### config.mk
export PLATFORM = sky130hd
export DESIGN_NAME = ailt_core
export DESIGN_NICKNAME = d
export VERILOG_FILES = /design/src/ailt_pkg.sv /design/src/ailt_flag_bank.sv /design/src/ailt_delay_timer.sv /design/src/ailt_core.sv
export SDC_FILE = /design/constraint.sdc
export NUM_CORES = 1
export LEC_CHECK = 0
export ABC_AREA = 0
export BUFFER_PORTS_ARGS = -buffer_cell sky130_fd_sc_hd__buf_2
export CAP_MARGIN = 10
export CORE_MARGIN = 4
export CORE_UTILIZATION = 61
export CTS_BUF_LIST = sky130_fd_sc_hd__clkbuf_4 sky130_fd_sc_hd__clkbuf_8
export CTS_CLUSTER_DIAMETER = 150
export DETAILED_ROUTE_END_ITERATION = 10
export HOLD_SLACK_MARGIN = 0.1
export MAX_ROUTING_LAYER = met4
export PLACE_DENSITY = 0.83
export REMOVE_ABC_BUFFERS = 1
export SKIP_CTS_REPAIR_TIMING = 1
export SLEW_MARGIN = 20
export SYNTH_ARGS = -nofsm -noshare
export SYNTH_HDL_FRONTEND = slang
export SYNTH_SLANG_ARGS = --single-unit
### constraint.sdc
create_clock -name sys_clk -period 5.4 [get_ports sys_clk]
set_input_delay 1.08 -clock sys_clk [delete_from_list [all_inputs] [get_ports sys_clk]]
set_output_delay 1.08 -clock sys_clk [all_outputs]
set_load 0.05 [all_outputs]
### src/ailt_pkg.sv
`default_nettype none

package ailt_pkg;

    // ****************************************************************
    // Register word addresses
    // ****************************************************************
    localparam logic [3:0] ADDR_IRQ_ENABLE  = 4'h9;
    localparam logic [3:0] ADDR_IRQ_FLAGS   = 4'ha;
    localparam logic [3:0] ADDR_DELAY       = 4'hb;
    localparam logic [3:0] ADDR_LIMIT_FLAGS = 4'hd;

    // ****************************************************************
    // Field layout
    // ****************************************************************
    localparam int IRQ_COUNT       = 8;
    localparam int LIMIT_COUNT     = 16;
    localparam int IP_CMP_LSB      = 8;
    localparam int FIFO_THR_LSB    = 11;
    localparam int SRC_WATCHDOG    = 0;
    localparam int SRC_INSTR       = 1;
    localparam int SRC_FIFO        = 2;
    localparam int SRC_SHORT_CAL   = 3;
    localparam int SRC_FULL_CAL    = 4;
    localparam int SRC_PAUSE       = 5;
    localparam int SRC_LOW_SUPPLY  = 6;
    localparam int SRC_STANDBY_END = 7;

    // ****************************************************************
    // Reset values
    // ****************************************************************
    localparam logic [15:0] IRQ_ENABLE_RST = 16'h0000;
    localparam logic [15:0] DELAY_RST      = 16'h0000;

    // ****************************************************************
    // Timing
    // ****************************************************************
    localparam int CLK_PERIOD_NSEC  = 8;
    localparam int SETTLE_TIME_NSEC = 10000000;
    localparam int SETTLE_CYCLES    = SETTLE_TIME_NSEC / CLK_PERIOD_NSEC;
    localparam int PRESCALE_STEPS  = 32;
    localparam int DELAY_OVERHEAD  = 2;
    localparam logic [4:0] PRESCALE_LAST = 5'h1f;
    localparam logic [0:0] SETUP_LAST    = 1'h1;

    // ****************************************************************
    // Types
    // ****************************************************************
    typedef enum logic [1:0] {
        DLY_IDLE  = 2'h0,
        DLY_SETUP = 2'h1,
        DLY_RUN   = 2'h3
    } ailt_delay_state_t;

    typedef struct packed {
        logic        rd;
        logic        wr;
        logic [3:0]  wordAddrLines;
        logic [15:0] wdata;
    } ailt_bus_req_t;

    typedef struct packed {
        logic       valid;
        logic       limitSel;
        logic       inputAbove;
        logic       dirGreater;
        logic [2:0] instr;
    } ailt_cmp_evt_t;

endpackage : ailt_pkg

`default_nettype wire

### src/ailt_flag_bank.sv
`timescale 1ns/100ps
`default_nettype none

module ailt_flag_bank #(
    parameter int WIDTH = 8
) (
    input  wire logic             sys_clk,
    input  wire logic             rst_n,
    input  wire logic [WIDTH-1:0] setVec,
    input  wire logic             readClear,
    input  wire logic             softReset,
    output logic      [WIDTH-1:0] flags
);

    logic [WIDTH-1:0] next_flags;

    // Sticky flags; a set in the read cycle survives the clear
    always_comb
    begin
        next_flags = flags;
        if (softReset)
            next_flags = '0;
        else if (readClear)
            next_flags = setVec;
        else
            next_flags = flags | setVec;
    end

    always_ff @(posedge sys_clk or negedge rst_n)
    begin
        if (!rst_n)
            flags <= '0;
        else
            flags <= next_flags;
    end

endmodule : ailt_flag_bank

`default_nettype wire

### src/ailt_delay_timer.sv
`timescale 1ns/100ps
`default_nettype none

module ailt_delay_timer (
    input  wire logic        sys_clk,
    input  wire logic        rst_n,
    input  wire logic        start,
    input  wire logic [15:0] preset,
    output logic             busy
);

    ailt_pkg::ailt_delay_state_t delay_wait_state;
    ailt_pkg::ailt_delay_state_t next_delay_wait_state;
    logic [15:0] count;
    logic [15:0] next_count;
    logic [4:0]  prescale;
    logic [4:0]  next_prescale;
    logic [0:0]  setup;
    logic [0:0]  next_setup;

    // ****************************************************************
    // Prescaled down counter, reloaded from the preset on each start while idle
    // ****************************************************************
    always_comb
    begin
        next_delay_wait_state = delay_wait_state;
        next_count            = count;
        next_prescale         = prescale;
        next_setup            = setup;
        case (delay_wait_state)
            ailt_pkg::DLY_IDLE:
            begin
                if (start)
                begin
                    next_delay_wait_state = ailt_pkg::DLY_SETUP;
                    next_count            = preset;
                    next_setup            = '0;
                end
            end
            ailt_pkg::DLY_SETUP:
            begin
                next_setup = setup + 1'h1;
                next_prescale = '0;
                if (setup == ailt_pkg::SETUP_LAST)
                    next_delay_wait_state = (count == 16'h0000) ?
                        ailt_pkg::DLY_IDLE : ailt_pkg::DLY_RUN;
            end
            ailt_pkg::DLY_RUN:
            begin
                next_prescale = prescale + 5'h01;
                if (prescale == ailt_pkg::PRESCALE_LAST)
                begin
                    next_count = count - 16'h0001;
                    if (count == 16'h0001)
                        next_delay_wait_state = ailt_pkg::DLY_IDLE;
                end
            end
            default:
                next_delay_wait_state = ailt_pkg::DLY_IDLE;
        endcase
    end

    always_ff @(posedge sys_clk or negedge rst_n)
    begin
        if (!rst_n)
        begin
            delay_wait_state <= ailt_pkg::DLY_IDLE;
            count            <= 16'h0000;
            prescale         <= 5'h00;
            setup            <= 1'h0;
            busy             <= 1'b0;
        end
        else
        begin
            delay_wait_state <= next_delay_wait_state;
            count            <= next_count;
            prescale         <= next_prescale;
            setup            <= next_setup;
            busy             <= (next_delay_wait_state != ailt_pkg::DLY_IDLE);
        end
    end

    // ****************************************************************
    // Checks
    // ****************************************************************
    logic [21:0] busyLen;
    logic [15:0] heldPreset;
    always_ff @(posedge sys_clk or negedge rst_n)
    begin
        if (!rst_n)
        begin
            busyLen    <= 22'h000000;
            heldPreset <= 16'h0000;
        end
        else
        begin
            busyLen <= busy ? busyLen + 22'h000001 : 22'h000000;
            if (start && !busy)
                heldPreset <= preset;
        end
    end
endmodule : ailt_delay_timer

`default_nettype wire

### src/ailt_core.sv
// Contract
// - Eight equal sources; any enabled set flag drives the shared interrupt.
// - Flags set regardless of enables; enables only gate the output.
// - Status flags clear when the status register is read or on reset.
// - Watchdog compares limit one then two; crossing per direction sets 0.
// - Source 1 set when fetched pointer equals compare field, before execute.
// - Compare value zero skips first fetch of instruction zero after start.
// - Source 2 set when FIFO count equals threshold field; zero is void.
// - Source 3 on short auto-zero done; source 4 on full calibration.
// - Source 5 set when an instruction with its pause bit is reached.
// - Source 6 set while supply monitor reports low supply.
// - Source 7 set after settling delay once standby is cleared.
// - Enable bits 0-7 gate same-numbered flags onto the output.
// - Instruction and FIFO events never halt the sequencer.
// - Status bits 8-10 show pointer, 11-15 FIFO count; not read-cleared.
// - Limit bit n for first limit, bit n+8 for second, of instruction n.
// - Limit flags clear when that register is read or on reset.
// - Delay counter is 16 bits behind a 5-bit prescaler on device clock.
// - Delay preset register low and high byte, reloaded on every use.
// - Instruction with timer bit stalls 32 times preset plus 2 cycles.
`timescale 1ns/100ps
`default_nettype none

module ailt_core #(
    parameter int SETTLE_CYCLES = ailt_pkg::SETTLE_CYCLES
) (
    input  wire logic                    sys_clk,
    input  wire logic                    rst_n,
    input  wire ailt_pkg::ailt_bus_req_t busReq,
    output logic                  [15:0] rdData,
    input  wire logic                    softReset,
    input  wire logic                    seqStart,
    input  wire logic                    instrFetch,
    input  wire logic              [2:0] fetchIp,
    input  wire logic              [2:0] currentIp,
    input  wire logic              [4:0] fifoCount,
    input  wire ailt_pkg::ailt_cmp_evt_t cmpEvt,
    input  wire logic                    shortCalDone,
    input  wire logic                    fullCalDone,
    input  wire logic                    pauseHit,
    input  wire logic                    supplyLow,
    input  wire logic                    standbyMode,
    input  wire logic                    timerStart,
    output logic                         delayStall,
    output logic                         irqOut_n
);

    logic [15:0] irqEnable;
    logic [15:0] next_irqEnable;
    logic [15:0] delayPreset;
    logic [15:0] next_delayPreset;
    logic [15:0] next_rdData;
    logic [7:0]  irqFlags;
    logic [15:0] limitFlags;
    logic [7:0]  irqSet;
    logic [15:0] limitSet;
    logic        crossing;
    logic        firstFetchArmed;
    logic        next_firstFetchArmed;
    logic        fifoMatchPrev;
    logic        fifoMatch;
    logic        standbyPrev;
    logic        settling;
    logic        next_settling;
    logic [20:0] settleCnt;
    logic [20:0] next_settleCnt;
    logic        settleFire;
    logic        statusRead;
    logic        limitRead;
    logic [2:0]  ipCompare;
    logic [4:0]  fifoThreshold;

    assign ipCompare     = irqEnable[ailt_pkg::IP_CMP_LSB +: 3];
    assign fifoThreshold = irqEnable[ailt_pkg::FIFO_THR_LSB +: 5];

    // ****************************************************************
    // Register access
    // ****************************************************************
    assign statusRead = busReq.rd &&
        busReq.wordAddrLines == ailt_pkg::ADDR_IRQ_FLAGS;
    assign limitRead  = busReq.rd &&
        busReq.wordAddrLines == ailt_pkg::ADDR_LIMIT_FLAGS;

    always_comb
    begin
        next_irqEnable   = irqEnable;
        next_delayPreset = delayPreset;
        if (busReq.wr && busReq.wordAddrLines == ailt_pkg::ADDR_IRQ_ENABLE)
            next_irqEnable = busReq.wdata;
        if (busReq.wr && busReq.wordAddrLines == ailt_pkg::ADDR_DELAY)
            next_delayPreset = busReq.wdata;
        next_rdData = rdData;
        if (busReq.rd)
        begin
            case (busReq.wordAddrLines)
                ailt_pkg::ADDR_IRQ_ENABLE:
                    next_rdData = irqEnable;
                ailt_pkg::ADDR_IRQ_FLAGS:
                    next_rdData = {fifoCount, currentIp, irqFlags};
                ailt_pkg::ADDR_DELAY:
                    next_rdData = delayPreset;
                ailt_pkg::ADDR_LIMIT_FLAGS:
                    next_rdData = limitFlags;
                default:
                    next_rdData = 16'h0000;
            endcase
        end
    end

    // ****************************************************************
    // Event sources
    // ****************************************************************
    assign crossing  = cmpEvt.dirGreater ? cmpEvt.inputAbove
                                         : !cmpEvt.inputAbove;
    assign fifoMatch = (fifoThreshold != 5'h00) &&
                       (fifoCount == fifoThreshold);

    always_comb
    begin
        next_firstFetchArmed = firstFetchArmed;
        if (seqStart || softReset)
            next_firstFetchArmed = 1'b1;
        else if (instrFetch && fetchIp == 3'h0)
            next_firstFetchArmed = 1'b0;
    end

    always_comb
    begin
        irqSet   = 8'h00;
        limitSet = 16'h0000;
        if (cmpEvt.valid && crossing)
        begin
            irqSet[ailt_pkg::SRC_WATCHDOG] = 1'b1;
            limitSet[{cmpEvt.limitSel, cmpEvt.instr}] = 1'b1;
        end
        irqSet[ailt_pkg::SRC_INSTR] = instrFetch && fetchIp == ipCompare &&
            !(fetchIp == 3'h0 && firstFetchArmed);
        irqSet[ailt_pkg::SRC_FIFO]        = fifoMatch && !fifoMatchPrev;
        irqSet[ailt_pkg::SRC_SHORT_CAL]   = shortCalDone;
        irqSet[ailt_pkg::SRC_FULL_CAL]    = fullCalDone;
        irqSet[ailt_pkg::SRC_PAUSE]       = pauseHit;
        irqSet[ailt_pkg::SRC_LOW_SUPPLY]  = supplyLow;
        irqSet[ailt_pkg::SRC_STANDBY_END] = settleFire;
    end

    // Settling count after leaving standby; aborted by re-entry
    assign settleFire = settling && !standbyMode &&
        settleCnt == 21'(SETTLE_CYCLES - 1);

    always_comb
    begin
        next_settling  = settling;
        next_settleCnt = settleCnt;
        if (standbyMode)
        begin
            next_settling  = 1'b0;
            next_settleCnt = 21'h000000;
        end
        else if (standbyPrev)
        begin
            next_settling  = 1'b1;
            next_settleCnt = 21'h000000;
        end
        else if (settling)
        begin
            next_settleCnt = settleCnt + 21'h000001;
            if (settleFire)
                next_settling = 1'b0;
        end
    end

    // ****************************************************************
    // Flag banks
    // ****************************************************************
    ailt_flag_bank #(.WIDTH(ailt_pkg::IRQ_COUNT)) irqBank (
        .sys_clk   (sys_clk),
        .rst_n     (rst_n),
        .setVec    (irqSet),
        .readClear (statusRead),
        .softReset (softReset),
        .flags     (irqFlags)
    );

    ailt_flag_bank #(.WIDTH(ailt_pkg::LIMIT_COUNT)) limitBank (
        .sys_clk   (sys_clk),
        .rst_n     (rst_n),
        .setVec    (limitSet),
        .readClear (limitRead),
        .softReset (softReset),
        .flags     (limitFlags)
    );

    // Stall comes only from the delay timer, never from flags
    ailt_delay_timer delayTimer (
        .sys_clk (sys_clk),
        .rst_n   (rst_n),
        .start   (timerStart),
        .preset  (delayPreset),
        .busy    (delayStall)
    );

    // ****************************************************************
    // State registers
    // ****************************************************************
    always_ff @(posedge sys_clk or negedge rst_n)
    begin
        if (!rst_n)
        begin
            irqEnable       <= ailt_pkg::IRQ_ENABLE_RST;
            delayPreset     <= ailt_pkg::DELAY_RST;
            rdData          <= 16'h0000;
            firstFetchArmed <= 1'b1;
            fifoMatchPrev   <= 1'b0;
            standbyPrev     <= 1'b0;
            settling        <= 1'b0;
            settleCnt       <= 21'h000000;
            irqOut_n        <= 1'b1;
        end
        else
        begin
            irqEnable       <= next_irqEnable;
            delayPreset     <= next_delayPreset;
            rdData          <= next_rdData;
            firstFetchArmed <= next_firstFetchArmed;
            fifoMatchPrev   <= fifoMatch;
            standbyPrev     <= standbyMode;
            settling        <= next_settling;
            settleCnt       <= next_settleCnt;
            irqOut_n        <= ~|(irqFlags & irqEnable[7:0]);
        end
    end
endmodule : ailt_core

`default_nettype wire

## Word-level counts from Yosys, hierarchy flattened

Index checks and enable logic that the tools add are counted.

- Flip-flop bits (word level): 123
- Latch bits: 0
- Memory bits (writable): 0
- ROM bits: 0
- Bits of input ports: 51
- Output and inout port bits: 18
- Word-level logic and storage cells: 102
- Memories: 0

- Add/subtract/negate cells: 4
- Multipliers: 0
- Divide/modulo/power cells: 0
- Order comparisons: 2
- Equality and inequality tests: 13
- Shift-type cells: 0
- Mux-type cells: 31
- Bitwise operators: 3
- Reductions and logical operators: 33

Operators with widths:

| kind | count |
|---|---|
| 16-bit two-way mux | 5 |
| 16-bit case mux with 4 select lines | 1 |
| 21-bit two-way mux | 3 |
| 16-bit case mux with 2 select lines | 1 |
| 21-bit by 1-bit adder with 21-bit output, second input constant | 1 |
| 21-bit equality test, second input constant | 1 |
| 16-bit by 1-bit equality test with 1-bit output, second input constant | 1 |
| 4-bit equality test, second input constant | 4 |
| 16-bit zero test | 1 |
| 8-bit two-way mux | 2 |
| 16-bit OR | 1 |
| 16-bit by 1-bit subtractor with 16-bit output, second input constant | 1 |
| 1-bit logical AND | 14 |
| 1-bit two-way mux | 10 |
| 2-bit two-way mux | 5 |
| 5-bit case mux with 2 select lines | 1 |
| 2-bit nonzero test | 5 |
| 8-bit AND | 1 |
| 8-bit OR | 1 |
| 8-bit OR reduction | 1 |
| 2-bit case mux with 3 select lines | 1 |
| 5-bit by 1-bit adder with 5-bit output, second input constant | 1 |
| 5-bit equality test | 1 |
| 5-bit equality test, second input constant | 1 |
| 18 further kinds | 22 |

## Logic depth before layout (Yosys ltp)

- Depth in word-level cells: 8
- Gate-level depth with buffers: 9
- Depth with buffers taken out: 7

## Hierarchy

Synthesis repeated with hierarchy kept, for this count alone.

- Cell total of the unflattened synthesis: 622
- Area, all modules: 6216.0 µm²

Modules (own cells, without submodules):

| module | times used | cells an instance | area each (µm²) | sequential area each (µm²) |
|---|---|---|---|---|
| ailt_core | 1 | 349 | 3672.3 | 1854.3 |
| ailt_delay_timer | 1 | 173 | 1526.5 | 625.6 |
| ailt_flag_bank at limitBank | 1 | 67 | 673.1 | 400.4 |
| ailt_flag_bank at irqBank | 1 | 33 | 344.1 | 200.2 |

## Worst setup path after synthesis

OpenSTA, ideal clock, no wires.

- Path kind: input-to-reg
- Start point: in busReq[17] (netlist name)
- End point: reg irqEnable[10]
- Library setup time: 0.125 ns
- Data arrival time: 2.307 ns
- Data required time: 5.275 ns
- Slack: 2.969 ns
- Stages: 5
- Buffers on the path: 2
- Path through: nor4bb_1 -> clkbuf_1 -> nand2_1 -> clkbuf_1 -> mux2_2

- Cells in the longest elaborated chain, start to end: 2

Ends and longest elaborated chain:

| item | RTL line | RTL |
|---|---|---|
| start: declaration | ailt_core.sv:29 | `input wire ailt_pkg::ailt_bus_req_t busReq,` |
| 4-bit equality test | ailt_core.sv:88 | `if (busReq.wr && busReq.wordAddrLines == ailt_pkg::ADDR_IRQ_ENABLE)` |
| 1-bit logical AND | ailt_core.sv:88 |  |
| end signal: assignment | ailt_core.sv:209 | `irqEnable <= ailt_pkg::IRQ_ENABLE_RST;` |
| end signal: assignment | ailt_core.sv:221 | `irqEnable <= next_irqEnable;` |
| end: declaration | ailt_core.sv:48 | `logic [15:0] irqEnable;` |

No other way between the ends.
A chain may end at the register's enable or synchronous reset.

## Final worst setup path

- Start point: in busReq[18] (netlist name)
- End point: reg delayPreset[15]

- Cells in the longest elaborated chain, start to end: 2

Ends and longest elaborated chain:

| item | RTL line | RTL |
|---|---|---|
| 4-bit equality test | ailt_core.sv:90 | `if (busReq.wr && busReq.wordAddrLines == ailt_pkg::ADDR_DELAY)` |
| 1-bit logical AND | ailt_core.sv:90 |  |
| end signal: assignment | ailt_core.sv:210 | `delayPreset <= ailt_pkg::DELAY_RST;` |
| end signal: assignment | ailt_core.sv:222 | `delayPreset <= next_delayPreset;` |
| end: declaration | ailt_core.sv:50 | `logic [15:0] delayPreset;` |

No other way between the ends.

==> metrics <==
status=complete, no violations; DR vias=roughly 5100; library cells used by synthesis=just under 60; design area=between 6000 and 7000 µm²; WHS Endpoint=irqBank.flags[2]; most common cell after layout, fill and taps aside=dfrtp_1; total die area=approximately 11000 µm²; total core area=9420 µm²; hold path depth=1; worst-skew pair later-pin latency=about 440 ps; P_int=roughly 1.7 mW; Antenna Nets Post-Route=0; hold slack final=around 450 ps; worst setup margin=3010 ps; Num CTS Buffers=17; worst path required time=roughly 5700 ps; vias in the first global route=between 5000 and 6000; top-area cell type share of the netlist area=50.6%; Final HPWL DP=~10 mm; area post-placement=roughly 6400 µm²; Die Wd=around 110 µm; ys async rst share=between 90% and 100%; hold_sp=fifoMatchPrev; Syn Std Cell Area=5990 µm²; sequential share of the synthesized area=around half; CTS max path bufs=2; Worst Path Arrival=about 2700 ps; commonest non-fill, non-tap cells in the layout=dfrtp_1, buf_2, nand2_1, nor2_1; Worst Skew=10.3 ps; Worst slew margin=31.7%; Yosys reg bits=approximately 120; Min Clock Period, post-route=between 2000 and 2500 ps; Maximum Capacitance Violations=0; flop2flop setup slack=slightly above 3000 ps; fmax=419 MHz; Worst Tran Pin Value=approximately 1000 ps; # IOs=69; gr ovfl total=0; Synth area leader=dfrtp_1; DIE HEIGHT=approximately 110 µm; nets=703; sw power=about 0.58 mW; Post-synth EDFFs=0; first-iteration detailed-routing DRC count=408; pre-CTS setup slack=2470 ps; initial antenna violation count=0; Peak supply drop=roughly 0.00037 V; IO Port Bufs=slightly below 70; GPL Wtd Cong=approximately 0.92; FF-to-FF Start=delayTimer.prescale[0]; GRT Overall Usage=between 20 and 30%; yosys warns=0; diode count=0; startpoint types=primary input; Clock Pin Slew Worst Setup and Hold Paths=70 ps; share of cells above drive strength 1=23.1%; drt wl/cell=around 19 µm; post-synthesis cell count=slightly below 600; P_leak=2.96 nW; H-Tree Depth=4; FF-to-FF End=delayTimer.count[8]; CTS sink cnt=between 100 and 150; root buffer cell=clkbuf_8; Setup crit end kind=flip-flop; top area cells in the synthesized netlist=dfrtp_1, mux2_2, a222oi_1; worst-path fanout max=17; final-report max-slew violation count=0; Crit. Startpoint=busReq[18]; Comb power frac=around a tenth; worst r2r path cells=7; drt drc=0; ys flop type=dfrtp_1; Finish-stage setup viols=0; Avg Synthesized Cell Area=slightly above 10 µm²; Final Cycle Share=44.2%; sequential power share=between 40% and 50%; vias per cell=~6.4; Routed WL=between 10 and 15 mm; critical path class=primary input to flip-flop; Net Sw Frac=25.5%; DRT Pass-1 Iters=6; power per cell area=329 nW/µm²; Final Hold Fails=0; # rows=35; fin util=roughly three quarters; clock share of power=43.6%; Setup TNS=0 ps; largest net degree at the start of global routing=between 80 and 90; CTS tree=built; P&R area growth vs syn=15.9%; Hold Path Class=flip-flop to flip-flop; RSZ-0062 raised after global routing=no; Initial Util=between 60% and 70%; wire length of the first global-routing pass=around 25 mm
## registers in the layout, summed over array words and instances, names as in the netlist, 2 cells and up
| name | cells |
|---|---|
| limitBank.flags | 16 |
| irqBank.flags | 8 |
| delayTimer.count | 16 |
| delayPreset | 16 |
| rdData | 16 |
| delayTimer.delay_wait_state | 2 |
| delayTimer.prescale | 5 |
| irqEnable | 16 |
| settleCnt | 21 |
## cells in the mapped netlist, types with 2 or more instances
| cell | n |
|---|---|
| a211oi_1 | 2 |
| a21boi_0 | 16 |
| a21oi_1 | 31 |
| a222oi_1 | 16 |
| a22o_1 | 2 |
| a22oi_1 | 6 |
| a32o_1 | 2 |
| and2_0 | 2 |
| and3_1 | 8 |
| and4_1 | 5 |
| and4b_1 | 2 |
| clkbuf_1 | 26 |
| dfrtp_1 | 121 |
| dfstp_2 | 2 |
| ha_1 | 6 |
| inv_1 | 29 |
| mux2_2 | 32 |
| mux2i_1 | 3 |
| nand2_1 | 42 |
| nand3_1 | 22 |
| nand3b_1 | 4 |
| nand4_1 | 13 |
| nor2_1 | 37 |
| nor3_1 | 8 |
| nor3b_1 | 5 |
| nor4_1 | 7 |
| nor4bb_1 | 2 |
| o211ai_1 | 2 |
| o21ai_0 | 32 |
| o22ai_1 | 20 |
| o311ai_0 | 3 |
| o31ai_1 | 10 |
| o41ai_1 | 2 |
| or2_2 | 3 |
| or3_1 | 8 |
| or4_1 | 11 |
| xnor2_1 | 11 |
| xor2_1 | 7 |
## metal layers
metal | vias up | wire, µm | track usage [%]
met3 | 37 | 1080 | 6.38
met4 | 0 | 363 | 9.68
li1 | 2314 | - | -
met5 | - | 0 | -
met2 | 227 | 7320 | 43.2
met1 | 2486 | 6080 | 36.5
## critical path, stage by stage
cell,delay [ps]
buf_2,130
and4b_1,250
buf_4,230
nand2_1,520
mux2_2,480
## area by class of cell
| cell class | instances | area, µm² |
|---|---|---|
| Multi-Input combinational cell | 402 | 2720 |
| Inverter | 29 | 109 |
| Fill cell | 658 | 2480 |
| Timing Repair Buffer | 73 | 384 |
| Sequential cell | 123 | 3080 |
| Clock inverter | 14 | 241 |
| Tap cell | 129 | 161 |
| Clock buffer | 18 | 248 |
## power by group through the flow
| stage | combinational, mW | sequential (mW) | clock [mW] |
|---|---|---|---|
| finish | 0.213 | 1.08 | 0.997 |
| detailed placement | 0.211 | 1.09 | 0 |
| floorplan | 0.113 | 1.08 | 0 |
| global route | 0.233 | 1.08 | 1.05 |
| CTS | 0.214 | 1.07 | 1.01 |
| global placement | 0.199 | 1.09 | 0 |
## cell families after synthesis
group	share of synthesized area, %
and+or+nand+nor	16.9
adders and majority gates	1.25
AOI/OAI and AO/OA	17.7
xor gates and xnor gates	2.63
DFF	51.4
muxes	6.52
buffers and inverters	3.53
## how the worst max path moves through the flow
stage | endpoint
global placement | limitBank.flags[12]
global route | irqEnable[11]
floorplan | irqEnable[0]
CTS | delayTimer.count[8]
finish | delayPreset[15]
detailed placement | limitBank.flags[12]
## through the flow
stage / cells / power (mW)
global route: 788 / 2.37
global placement: 756 / 1.29
finish: 788 / 2.29
detailed placement: 756 / 1.30
floorplan: 554 / 1.19
CTS: 788 / 2.29
No activity file was read; power rests on OpenSTA's default activity.
